==> src/core/timer16_wave_pkg.sv <==
// shared constants and types for the 16-bit timer waveform control block
// assumes a 32-bit apb slave port and a timer core that supplies count state
package timer16_wave_pkg;

  // ==========================================================================
  // register map: register index, byte address is four times the index
  localparam logic [11:0] IDX_CTL_A = 12'h080;
  localparam logic [11:0] IDX_CTL_B = 12'h081;
  localparam logic [11:0] IDX_STATUS = 12'h083;
  localparam logic [11:0] ADDR_CTL_A = IDX_CTL_A << 2;
  localparam logic [11:0] ADDR_CTL_B = IDX_CTL_B << 2;
  localparam logic [11:0] ADDR_STATUS = IDX_STATUS << 2;

  // ==========================================================================
  // field layout
  localparam int ACT_A_LSB = 6;
  localparam int ACT_B_LSB = 4;
  localparam int MODE_LOW_LSB = 0;
  localparam int MODE_HIGH_LSB = 3;
  localparam logic [7:0] CTL_A_WRITE_MASK = 8'hf3;
  localparam logic [7:0] CTL_A_RESET = 8'h00;
  localparam logic [7:0] CTL_B_RESET = 8'h00;
  localparam int ST_WAVE_A_BIT = 0;
  localparam int ST_WAVE_B_BIT = 1;
  localparam int ST_OE_A_BIT = 2;
  localparam int ST_OE_B_BIT = 3;
  localparam int ST_MODE_LSB = 4;
  localparam int ST_TOP_LSB = 16;

  // ==========================================================================
  // counter limits
  localparam logic [15:0] BOTTOM = 16'h0000;
  localparam logic [15:0] TOP_MAX = 16'hffff;
  localparam logic [15:0] TOP_8BIT = 16'h00ff;
  localparam logic [15:0] TOP_9BIT = 16'h01ff;
  localparam logic [15:0] TOP_10BIT = 16'h03ff;

  // ==========================================================================
  // enumerations
  typedef enum logic [3:0] {
    mode_normal = 4'h0, mode_pc8 = 4'h1, mode_pc9 = 4'h2, mode_pc10 = 4'h3,
    mode_ctc_cmp = 4'h4, mode_fast8 = 4'h5, mode_fast9 = 4'h6, mode_fast10 = 4'h7,
    mode_pfc_cap = 4'h8, mode_pfc_cmp = 4'h9, mode_pc_cap = 4'ha, mode_pc_cmp = 4'hb,
    mode_ctc_cap = 4'hc, mode_reserved = 4'hd, mode_fast_cap = 4'he, mode_fast_cmp = 4'hf
  } mode_t;

  typedef enum logic [2:0] {
    kind_normal = 3'h0, kind_ctc = 3'h1, kind_fast = 3'h2,
    kind_phase = 3'h3, kind_phase_freq = 3'h4, kind_reserved = 3'h5
  } wave_kind_t;

  typedef enum logic [1:0] {
    pt_immediate = 2'h0, pt_top = 2'h1, pt_bottom = 2'h2, pt_max = 2'h3
  } event_point_t;

  typedef enum logic [1:0] {
    act_off = 2'b00, act_toggle = 2'b01, act_clear = 2'b10, act_set = 2'b11
  } action_t;

endpackage : timer16_wave_pkg

==> src/core/wave_mode_decode.sv <==
// combinational decoder from the four-bit waveform mode to counting style
// assumes compare and capture values are the timer's live register values
`timescale 1ns/1ps
module wave_mode_decode (
  input wire timer16_wave_pkg::mode_t mode,
  input wire logic [15:0] compare_value_a,
  input wire logic [15:0] capture_value,
  output timer16_wave_pkg::wave_kind_t kind,
  output logic [15:0] top,
  output timer16_wave_pkg::event_point_t reload_at,
  output timer16_wave_pkg::event_point_t flag_at
);
  import timer16_wave_pkg::*;

  // ==========================================================================
  // mode table
  always_comb begin
    kind = kind_reserved;
    top = TOP_MAX;
    reload_at = pt_immediate;
    flag_at = pt_max;
    case (mode)
      mode_normal: begin
        kind = kind_normal;
      end
      mode_pc8, mode_pc9, mode_pc10, mode_pc_cap, mode_pc_cmp: begin
        kind = kind_phase;
        reload_at = pt_top;
        flag_at = pt_bottom;
        case (mode)
          mode_pc8: top = TOP_8BIT;
          mode_pc9: top = TOP_9BIT;
          mode_pc10: top = TOP_10BIT;
          mode_pc_cap: top = capture_value;
          default: top = compare_value_a;
        endcase
      end
      mode_ctc_cmp, mode_ctc_cap: begin
        kind = kind_ctc;
        top = (mode == mode_ctc_cmp) ? compare_value_a : capture_value;
      end
      mode_fast8, mode_fast9, mode_fast10, mode_fast_cap, mode_fast_cmp: begin
        kind = kind_fast;
        reload_at = pt_bottom;
        flag_at = pt_top;
        case (mode)
          mode_fast8: top = TOP_8BIT;
          mode_fast9: top = TOP_9BIT;
          mode_fast10: top = TOP_10BIT;
          mode_fast_cap: top = capture_value;
          default: top = compare_value_a;
        endcase
      end
      mode_pfc_cap, mode_pfc_cmp: begin
        kind = kind_phase_freq;
        reload_at = pt_bottom;
        flag_at = pt_bottom;
        top = (mode == mode_pfc_cap) ? capture_value : compare_value_a;
      end
      default: begin
        kind = kind_reserved;
      end
    endcase
  end

endmodule : wave_mode_decode

==> src/core/timer16_waveform_mode_ctl.sv <==
// waveform mode control and compare output action logic, apb register slave
// assumes the timer core supplies counter, tick, direction and compare values
//
// Notes on behaviour
// - nonzero action field overrides pin function
// - pin driven only when direction is output
// - non-pwm actions: off, toggle, clear, set
// - fast pwm 10: clear match, set bottom
// - fast pwm 11: set match, clear bottom
// - fast toggle only channel a, modes 14/15
// - fast: compare equal top ignored except for toggle, bottom acts
// - dual slope 10: clear up, set down
// - dual slope 11: set up, clear down
// - dual toggle only channel a, modes 9/11
// - mode joins low and high two-bit fields
// - phase correct tops, reload top, flag bottom
// - phase-frequency correct: reload and flag bottom
// - control a at index 0x80 (byte address 0x200), resets zero
`timescale 1ns/1ps
module timer16_waveform_mode_ctl (
  input wire logic ref_clk,
  input wire logic nrst,
  input wire logic psel,
  input wire logic penable,
  input wire logic pwrite,
  input wire logic [11:0] paddr,
  input wire logic [31:0] pwdata,
  input wire logic [3:0] pstrb,
  output logic [31:0] prdata,
  output logic pready,
  output logic pslverr,
  input wire logic [15:0] counter_value,
  input wire logic count_tick,
  input wire logic count_down,
  input wire logic [15:0] compare_value_a,
  input wire logic [15:0] compare_value_b,
  input wire logic [15:0] capture_value,
  input wire logic port_dir_a,
  input wire logic port_dir_b,
  output logic wave_pin_a_override,
  output logic wave_pin_a_out,
  output logic wave_pin_a_oe,
  output logic wave_pin_b_override,
  output logic wave_pin_b_out,
  output logic wave_pin_b_oe,
  output logic [15:0] top_value,
  output logic dual_slope,
  output logic buffer_reload,
  output logic overflow_set
);
  import timer16_wave_pkg::*;

  typedef struct packed {
    logic [1:0] act_a;
    logic [1:0] act_b;
    logic [1:0] mode_low;
    logic [1:0] mode_high;
    logic wave_a;
    logic wave_b;
    logic oe_a;
    logic oe_b;
    logic [15:0] top;
    logic dual;
    logic ovf;
    logic reload;
    logic [31:0] rdata;
  } state_t;

  state_t s;
  state_t next_s;
  mode_t mode;
  wave_kind_t kind;
  logic [15:0] dec_top;
  event_point_t reload_at;
  event_point_t flag_at;
  logic match_a;
  logic match_b;
  logic at_bottom;
  logic at_top;
  logic toggle_ok_a;
  logic wr_en;
  logic mapped;

  // ==========================================================================
  // mode decode
  assign mode = mode_t'({s.mode_high, s.mode_low});

  wave_mode_decode u_decode (
    .mode(mode),
    .compare_value_a(compare_value_a),
    .capture_value(capture_value),
    .kind(kind),
    .top(dec_top),
    .reload_at(reload_at),
    .flag_at(flag_at)
  );

  // ==========================================================================
  // per-channel output action
  function automatic logic next_wave(input logic cur, input action_t act, input wave_kind_t k,
                                     input logic toggle_ok, input logic match, input logic bottom,
                                     input logic down, input logic cmp_is_top);
    logic r;
    r = cur;
    case (k)
      kind_normal, kind_ctc: begin
        if (match) begin
          case (act)
            act_toggle: r = ~cur;
            act_clear: r = 1'b0;
            act_set: r = 1'b1;
            default: r = cur;
          endcase
        end
      end
      kind_fast: begin
        if (bottom && act[1]) begin
          r = (act == act_clear);
        end
        if (match && act[1] && !cmp_is_top) begin
          r = (act == act_set);
        end else if (match && act == act_toggle && toggle_ok) begin
          r = ~cur;
        end
      end
      kind_phase, kind_phase_freq: begin
        if (match && act[1]) begin
          r = (act == act_set) ^ down;
        end else if (match && act == act_toggle && toggle_ok) begin
          r = ~cur;
        end
      end
      default: r = cur;
    endcase
    return r;
  endfunction : next_wave

  function automatic logic point_hit(input event_point_t pt, input logic top_hit,
                                     input logic bottom_hit, input logic max_hit);
    case (pt)
      pt_immediate: return 1'b1;
      pt_top: return top_hit;
      pt_bottom: return bottom_hit;
      default: return max_hit;
    endcase
  endfunction : point_hit

  function automatic logic dual_slope_now(input wave_kind_t k);
    return (k == kind_phase) || (k == kind_phase_freq);
  endfunction : dual_slope_now

  assign match_a = count_tick && (counter_value == compare_value_a);
  assign match_b = count_tick && (counter_value == compare_value_b);
  assign at_bottom = count_tick && (counter_value == BOTTOM);
  assign at_top = count_tick && (counter_value == dec_top);
  assign toggle_ok_a = (kind == kind_fast) ? (mode == mode_fast_cap || mode == mode_fast_cmp) :
                       (mode == mode_pfc_cmp || mode == mode_pc_cmp) ||
                       (kind == kind_normal || kind == kind_ctc);

  // ==========================================================================
  // apb access
  assign pready = penable;
  assign mapped = (paddr == ADDR_CTL_A) || (paddr == ADDR_CTL_B) || (paddr == ADDR_STATUS);
  assign pslverr = psel && penable && !mapped;
  assign wr_en = psel && penable && pwrite && pstrb[0] && mapped;
  assign prdata = s.rdata;

  // ==========================================================================
  // next state
  always_comb begin
    next_s = s;
    if (wr_en && paddr == ADDR_CTL_A) begin
      next_s.act_a = pwdata[ACT_A_LSB +: 2];
      next_s.act_b = pwdata[ACT_B_LSB +: 2];
      next_s.mode_low = pwdata[MODE_LOW_LSB +: 2];
    end
    if (wr_en && paddr == ADDR_CTL_B) begin
      next_s.mode_high = pwdata[MODE_HIGH_LSB +: 2];
    end
    next_s.rdata = '0;
    if (psel && !penable && !pwrite) begin
      case (paddr)
        ADDR_CTL_A: begin
          next_s.rdata[7:0] = {s.act_a, s.act_b, 2'b00, s.mode_low} & CTL_A_WRITE_MASK;
        end
        ADDR_CTL_B: next_s.rdata[MODE_HIGH_LSB +: 2] = s.mode_high;
        ADDR_STATUS: begin
          next_s.rdata[ST_WAVE_A_BIT] = s.wave_a;
          next_s.rdata[ST_WAVE_B_BIT] = s.wave_b;
          next_s.rdata[ST_OE_A_BIT] = s.oe_a;
          next_s.rdata[ST_OE_B_BIT] = s.oe_b;
          next_s.rdata[ST_MODE_LSB +: 4] = mode;
          next_s.rdata[ST_TOP_LSB +: 16] = s.top;
        end
        default: next_s.rdata = '0;
      endcase
    end
    next_s.wave_a = next_wave(s.wave_a, action_t'(s.act_a), kind, toggle_ok_a, match_a, at_bottom,
                              count_down, compare_value_a == dec_top);
    next_s.wave_b = next_wave(s.wave_b, action_t'(s.act_b), kind, 1'b0, match_b, at_bottom,
                              count_down, compare_value_b == dec_top);
    if (kind == kind_normal || kind == kind_ctc) begin
      next_s.wave_b = next_wave(s.wave_b, action_t'(s.act_b), kind, 1'b1, match_b, at_bottom,
                                count_down, compare_value_b == dec_top);
    end
    next_s.oe_a = port_dir_a && (s.act_a != act_off);
    next_s.oe_b = port_dir_b && (s.act_b != act_off);
    next_s.top = dec_top;
    next_s.dual = dual_slope_now(kind);
    next_s.reload = count_tick && point_hit(reload_at, at_top, at_bottom, counter_value == TOP_MAX);
    next_s.ovf = count_tick && (kind != kind_reserved) &&
                 point_hit(flag_at, at_top, at_bottom, counter_value == TOP_MAX);
  end

  always_ff @(posedge ref_clk or negedge nrst) begin
    if (!nrst) begin
      s <= '0;
    end else begin
      s <= next_s;
    end
  end

  // ==========================================================================
  // pin and timer outputs
  assign wave_pin_a_override = (s.act_a != act_off);
  assign wave_pin_b_override = (s.act_b != act_off);
  assign wave_pin_a_out = s.wave_a;
  assign wave_pin_b_out = s.wave_b;
  assign wave_pin_a_oe = s.oe_a;
  assign wave_pin_b_oe = s.oe_b;
  assign top_value = s.top;
  assign dual_slope = s.dual;
  assign buffer_reload = s.reload;
  assign overflow_set = s.ovf;
endmodule : timer16_waveform_mode_ctl

==> config.mk <==
export PLATFORM = sky130hd
export DESIGN_NAME = timer16_waveform_mode_ctl
export DESIGN_NICKNAME = d
export VERILOG_FILES = /design/src/core/timer16_wave_pkg.sv /design/src/core/wave_mode_decode.sv /design/src/core/timer16_waveform_mode_ctl.sv
export SDC_FILE = /design/constraint.sdc
export NUM_CORES = 1
export LEC_CHECK = 0
export ABC_AREA = 0
export BUFFER_PORTS_ARGS = -buffer_cell sky130_fd_sc_hd__buf_2
export CORE_MARGIN = 10
export CORE_UTILIZATION = 44
export CTS_CLUSTER_DIAMETER = 150
export DETAILED_ROUTE_END_ITERATION = 16
export GPL_ROUTABILITY_DRIVEN = 0
export MAX_ROUTING_LAYER = met4
export PLACE_DENSITY = 0.77
export SETUP_SLACK_MARGIN = 0.3
export SLEW_MARGIN = 20
export SYNTH_ARGS = -nofsm -noshare
export SYNTH_HDL_FRONTEND = slang
export SYNTH_HIERARCHICAL = 1
export SYNTH_SLANG_ARGS = --single-unit
==> constraint.sdc <==
create_clock -name ref_clk -period 2.7 [get_ports ref_clk]
set_input_delay 0.27 -clock ref_clk [delete_from_list [all_inputs] [get_ports ref_clk]]
set_output_delay 0.27 -clock ref_clk [all_outputs]
set_load 0.05 [all_outputs]
==> metrics.md <==
| Metric | Value |
|---|---|
| Status | `finished with violations` |
| Failing checks | `setup timing` |
| Unrepaired setup endpoints after global routing | `true` |
| Worst setup SP type | `flop` |
| Placed cell count | `697` |
| Hold_buf cts | `0` |
| Max-cap violations | `0` |
| CP required | `roughly 2.9 ns` |
| Die Height | `between 100 and 150 um` |
| Critical Path Fanout Max | `8` |
| Final nets | `710` |
| Final Skew | `0.0101 ns` |
| CP Capture Type | `flop` |
| Yosys warnings | `6` |
| I/O Buffers | `143` |
| # setup viols final | `2` |
| Cell variety after synth | `64` |
| Max_slew headroom | `49.5%` |
| Post-layout util | `roughly three fifths` |
| CTS tree | `built` |
| Sequential area share after synthesis | `32.2%` |
| Yosys reg bits | `55` |
| Async set-reset flop share out of synthesis | `100%` |
| Sequential cell area | `0.00138 sq mm` |
| Main synth FF type | `dfrtp_1` |
| Area grow syn2layout | `28.2%` |
| F_max | `around 340 MHz` |
| Share of cells above drive strength 1 | `45.3%` |
| Final Worst Setup Slack | `-0.203 ns` |
| Syn Area/Cell | `9.31 sq um` |
| Via/cell ratio | `5.54` |
| Crit path arrival time | `just over 3 ns` |
| Synth Instances | `about 460` |
| Vias in the first global route | `4060` |
| Initial antenna violation count | `1` |
| Leakage dissipation | `2.40 nW` |
| Post-Place Worst Slack | `-0.0785 ns` |
| Hold WC Path Type | `input pin to asynchronous set/reset pin` |
| Drt pass-1 iters | `6` |
| GR Util All Layers | `18.8%` |
| Starting DRT DRC Count | `~370` |
| Clock root buffer | `clkbuf_8` |
| I/O pin count | `180` |
| H-tree levels | `2` |
| Residual DRC | `0` |
| CTS Buffer Depth | `2` |
| Fin cells | `720` |
| Via count | `approximately 4000` |
| Worst Tran Pin Value | `0.758 ns` |
| Antenna violation net count after detailed routing | `0` |
| Hpwl dp | `approximately 11000 um` |
| Worst-path clk slew | `0.10 ns` |
| Post-synth EDFFs | `0` |
| Critical path type | `flop to flop` |
| Total die area | `0.0141 sq mm` |
| Fillers | `790` |
| Die Wd | `~120 um` |
| CTS buffer count | `5` |
| GRT overflow | `0` |
| Initial Utilization | `about 46%` |
| Clock Latency Late Sink | `0.31 ns` |
| Multi-input gate area | `about 0.0027 sq mm` |
| Hold Fails Final Rpt | `0` |
| First-pass GRT wire length | `roughly 21000 um` |
| Cell Area, Synth | `approximately 0.0043 sq mm` |
| Rows | `35` |
| Slew Viols, Final | `0` |
| Worst R2R Setup Slack | `-0.20 ns` |
| Total wire length | `14100 um` |
| Largest net degree at the start of global routing | `34` |
| Highest ir drop seen on vdd | `between 0.2 and 0.25 mV` |
| Avg WL per Cell | `19.6 um` |
| Core area | `0.00937 sq mm` |
| Min Clock Period, post-route | `about 2.9 ns` |
| Final Cycle Share | `108%` |
| PD cells | `313 mW/mm^2` |
| CTS Sinks | `55` |
## power by group
group	switching [W]	total [W]	internal, W
logic	0.000201	0.000325	0.000124
clock network	0.000262	0.000562	0.000300
registers	0.00000236	0.000828	0.000826
total	0.000465	0.00172	0.00125
## cells in the mapped netlist (9+ instances only)
library cell	n	area [sq um]
xor2_1	49	429
dfrtp_1	55	1380
a2bb2oi_1	9	78.8
buf_4	52	390
o21ai_0	18	90.1
a21oi_1	11	55.1
and2_1	20	125
clkbuf_1	9	33.8
nand4_1	13	81.3
nor2_1	19	71.3
nand2_1	24	90.1
nor3_1	9	45.0
nor4_1	18	113
xnor2_1	33	289
## state kept, by name, indices dropped and copies added, names as in the netlist
register,cells
wave_pin_b_oe,1
prdata,24
overflow_set,1
wave_pin_a_oe,1
top_value,16
mode,4
buffer_reload,1
s,4
dual_slope,1
wave_pin_a_out,1
wave_pin_b_out,1
## cells by family (layout without fill, tap and decap cells)
group,count (synthesis),count (layout),synth area share [%]
compound gates,81,81,14.2
buf+inv,86,210,13.6
xor+xnor,82,82,16.8
flops,55,55,32.2
mux,9,9,2.25
other cells,1,9,0.0877
simple gates,145,145,20.8
## placed cells by master, fill, tap and decap left out, types with 3 or more instances in the layout
cell type    n
nor2_1      18
a21oi_1     11
nor2b_1      7
and2_1      20
o22ai_2     10
nand2b_1     4
buf_2      143
inv_1        8
xnor2_2      4
buf_6        7
a2bb2oi_4    7
buf_4       42
mux2_2       5
nor4_2       6
conb_1       8
nand2_1     23
xor2_1      48
or2_2        3
o22ai_4      4
mux2i_1      4
o21ai_0     18
o31ai_1      3
nor3_1       9
xnor2_1     29
dfrtp_1     55
clkbuf_8     6
nand4_1     13
a22oi_1      5
nor4_1      14
## through the flow
stage | setup TNS (ns) | hold slack, ns | total power [W] | cell area (sq um)
finish | -0.305 | 0.0163 | 0.00172 | 5480
global route | -0.568 | 0.0753 | 0.00178 | 5480
floorplan | 0 | -0.0256 | 0.00102 | 4440
CTS | -0.122 | 0.0414 | 0.00171 | 5320
detailed placement | -0.0785 | 0.382 | 0.00115 | 5010
global placement | -0.0195 | 0.363 | 0.00114 | 5010
## per-layer routing
metal | wire [um] | up-vias | GRT usage, %
met5 | 0 | - | -
met1 | 5690 | 1848 | 22.7
met3 | 1110 | 57 | 3.19
met4 | 473 | 0 | 7.71
met2 | 6830 | 271 | 30.3
li1 | - | 1816 | -
## area by class of cell
class / count / area share (%)
Inverter: 9 / 0.616
Tap cell: 129 / 2.95
Sequential cell: 55 / 25.1
Clock buffer: 6 / 1.51
Multi-Input combinational cell: 325 / 48.5
Clock inverter: 2 / 0.639
Antenna cell: 1 / 0.0457
Timing Repair Buffer: 193 / 20.6
## worst paths after layout
path                            depth (start not counted)                     from                         end
worst max-delay path                                   13      mode[1]$_DFFE_PN0P_  wave_pin_a_out$_DFFE_PN0P_
worst min-delay path                                    1                     nrst      top_value[6]$_DFF_PN0_
worst max register to register                         13      mode[1]$_DFFE_PN0P_  wave_pin_a_out$_DFFE_PN0P_
worst min register to register                          1  top_value[11]$_DFF_PN0_        prdata[27]$_DFF_PN0_
max in group asynchronous                               2                     nrst         mode[0]$_DFFE_PN0P_
min in group ref_clk                                    3                pwdata[7]           s[62]$_DFFE_PN0P_
## repair_timing
action / CTS / global route
gates cloned: 0 / 0
pin swaps: 15 / 6
endpoints found under the setup margin: 4 / 4
buffers inserted: 8 / 6
resized for setup: 16 / 17
## worst max-delay path, stage by stage, from the launching register on
cell and delay [ns]:
dfrtp_1 0.42, or3b_1 0.41, buf_6 0.16, buf_4 0.14
o22ai_4 0.13, a2bb2oi_4 0.10, xor2_1 0.18, nor4_1 0.26
nand4_1 0.16, buf_4 0.18, o2bb2ai_1 0.12, a31o_2 0.25
a211oi_2 0.18, o31ai_1 0.08
No activity file was read; power rests on OpenSTA's default activity.
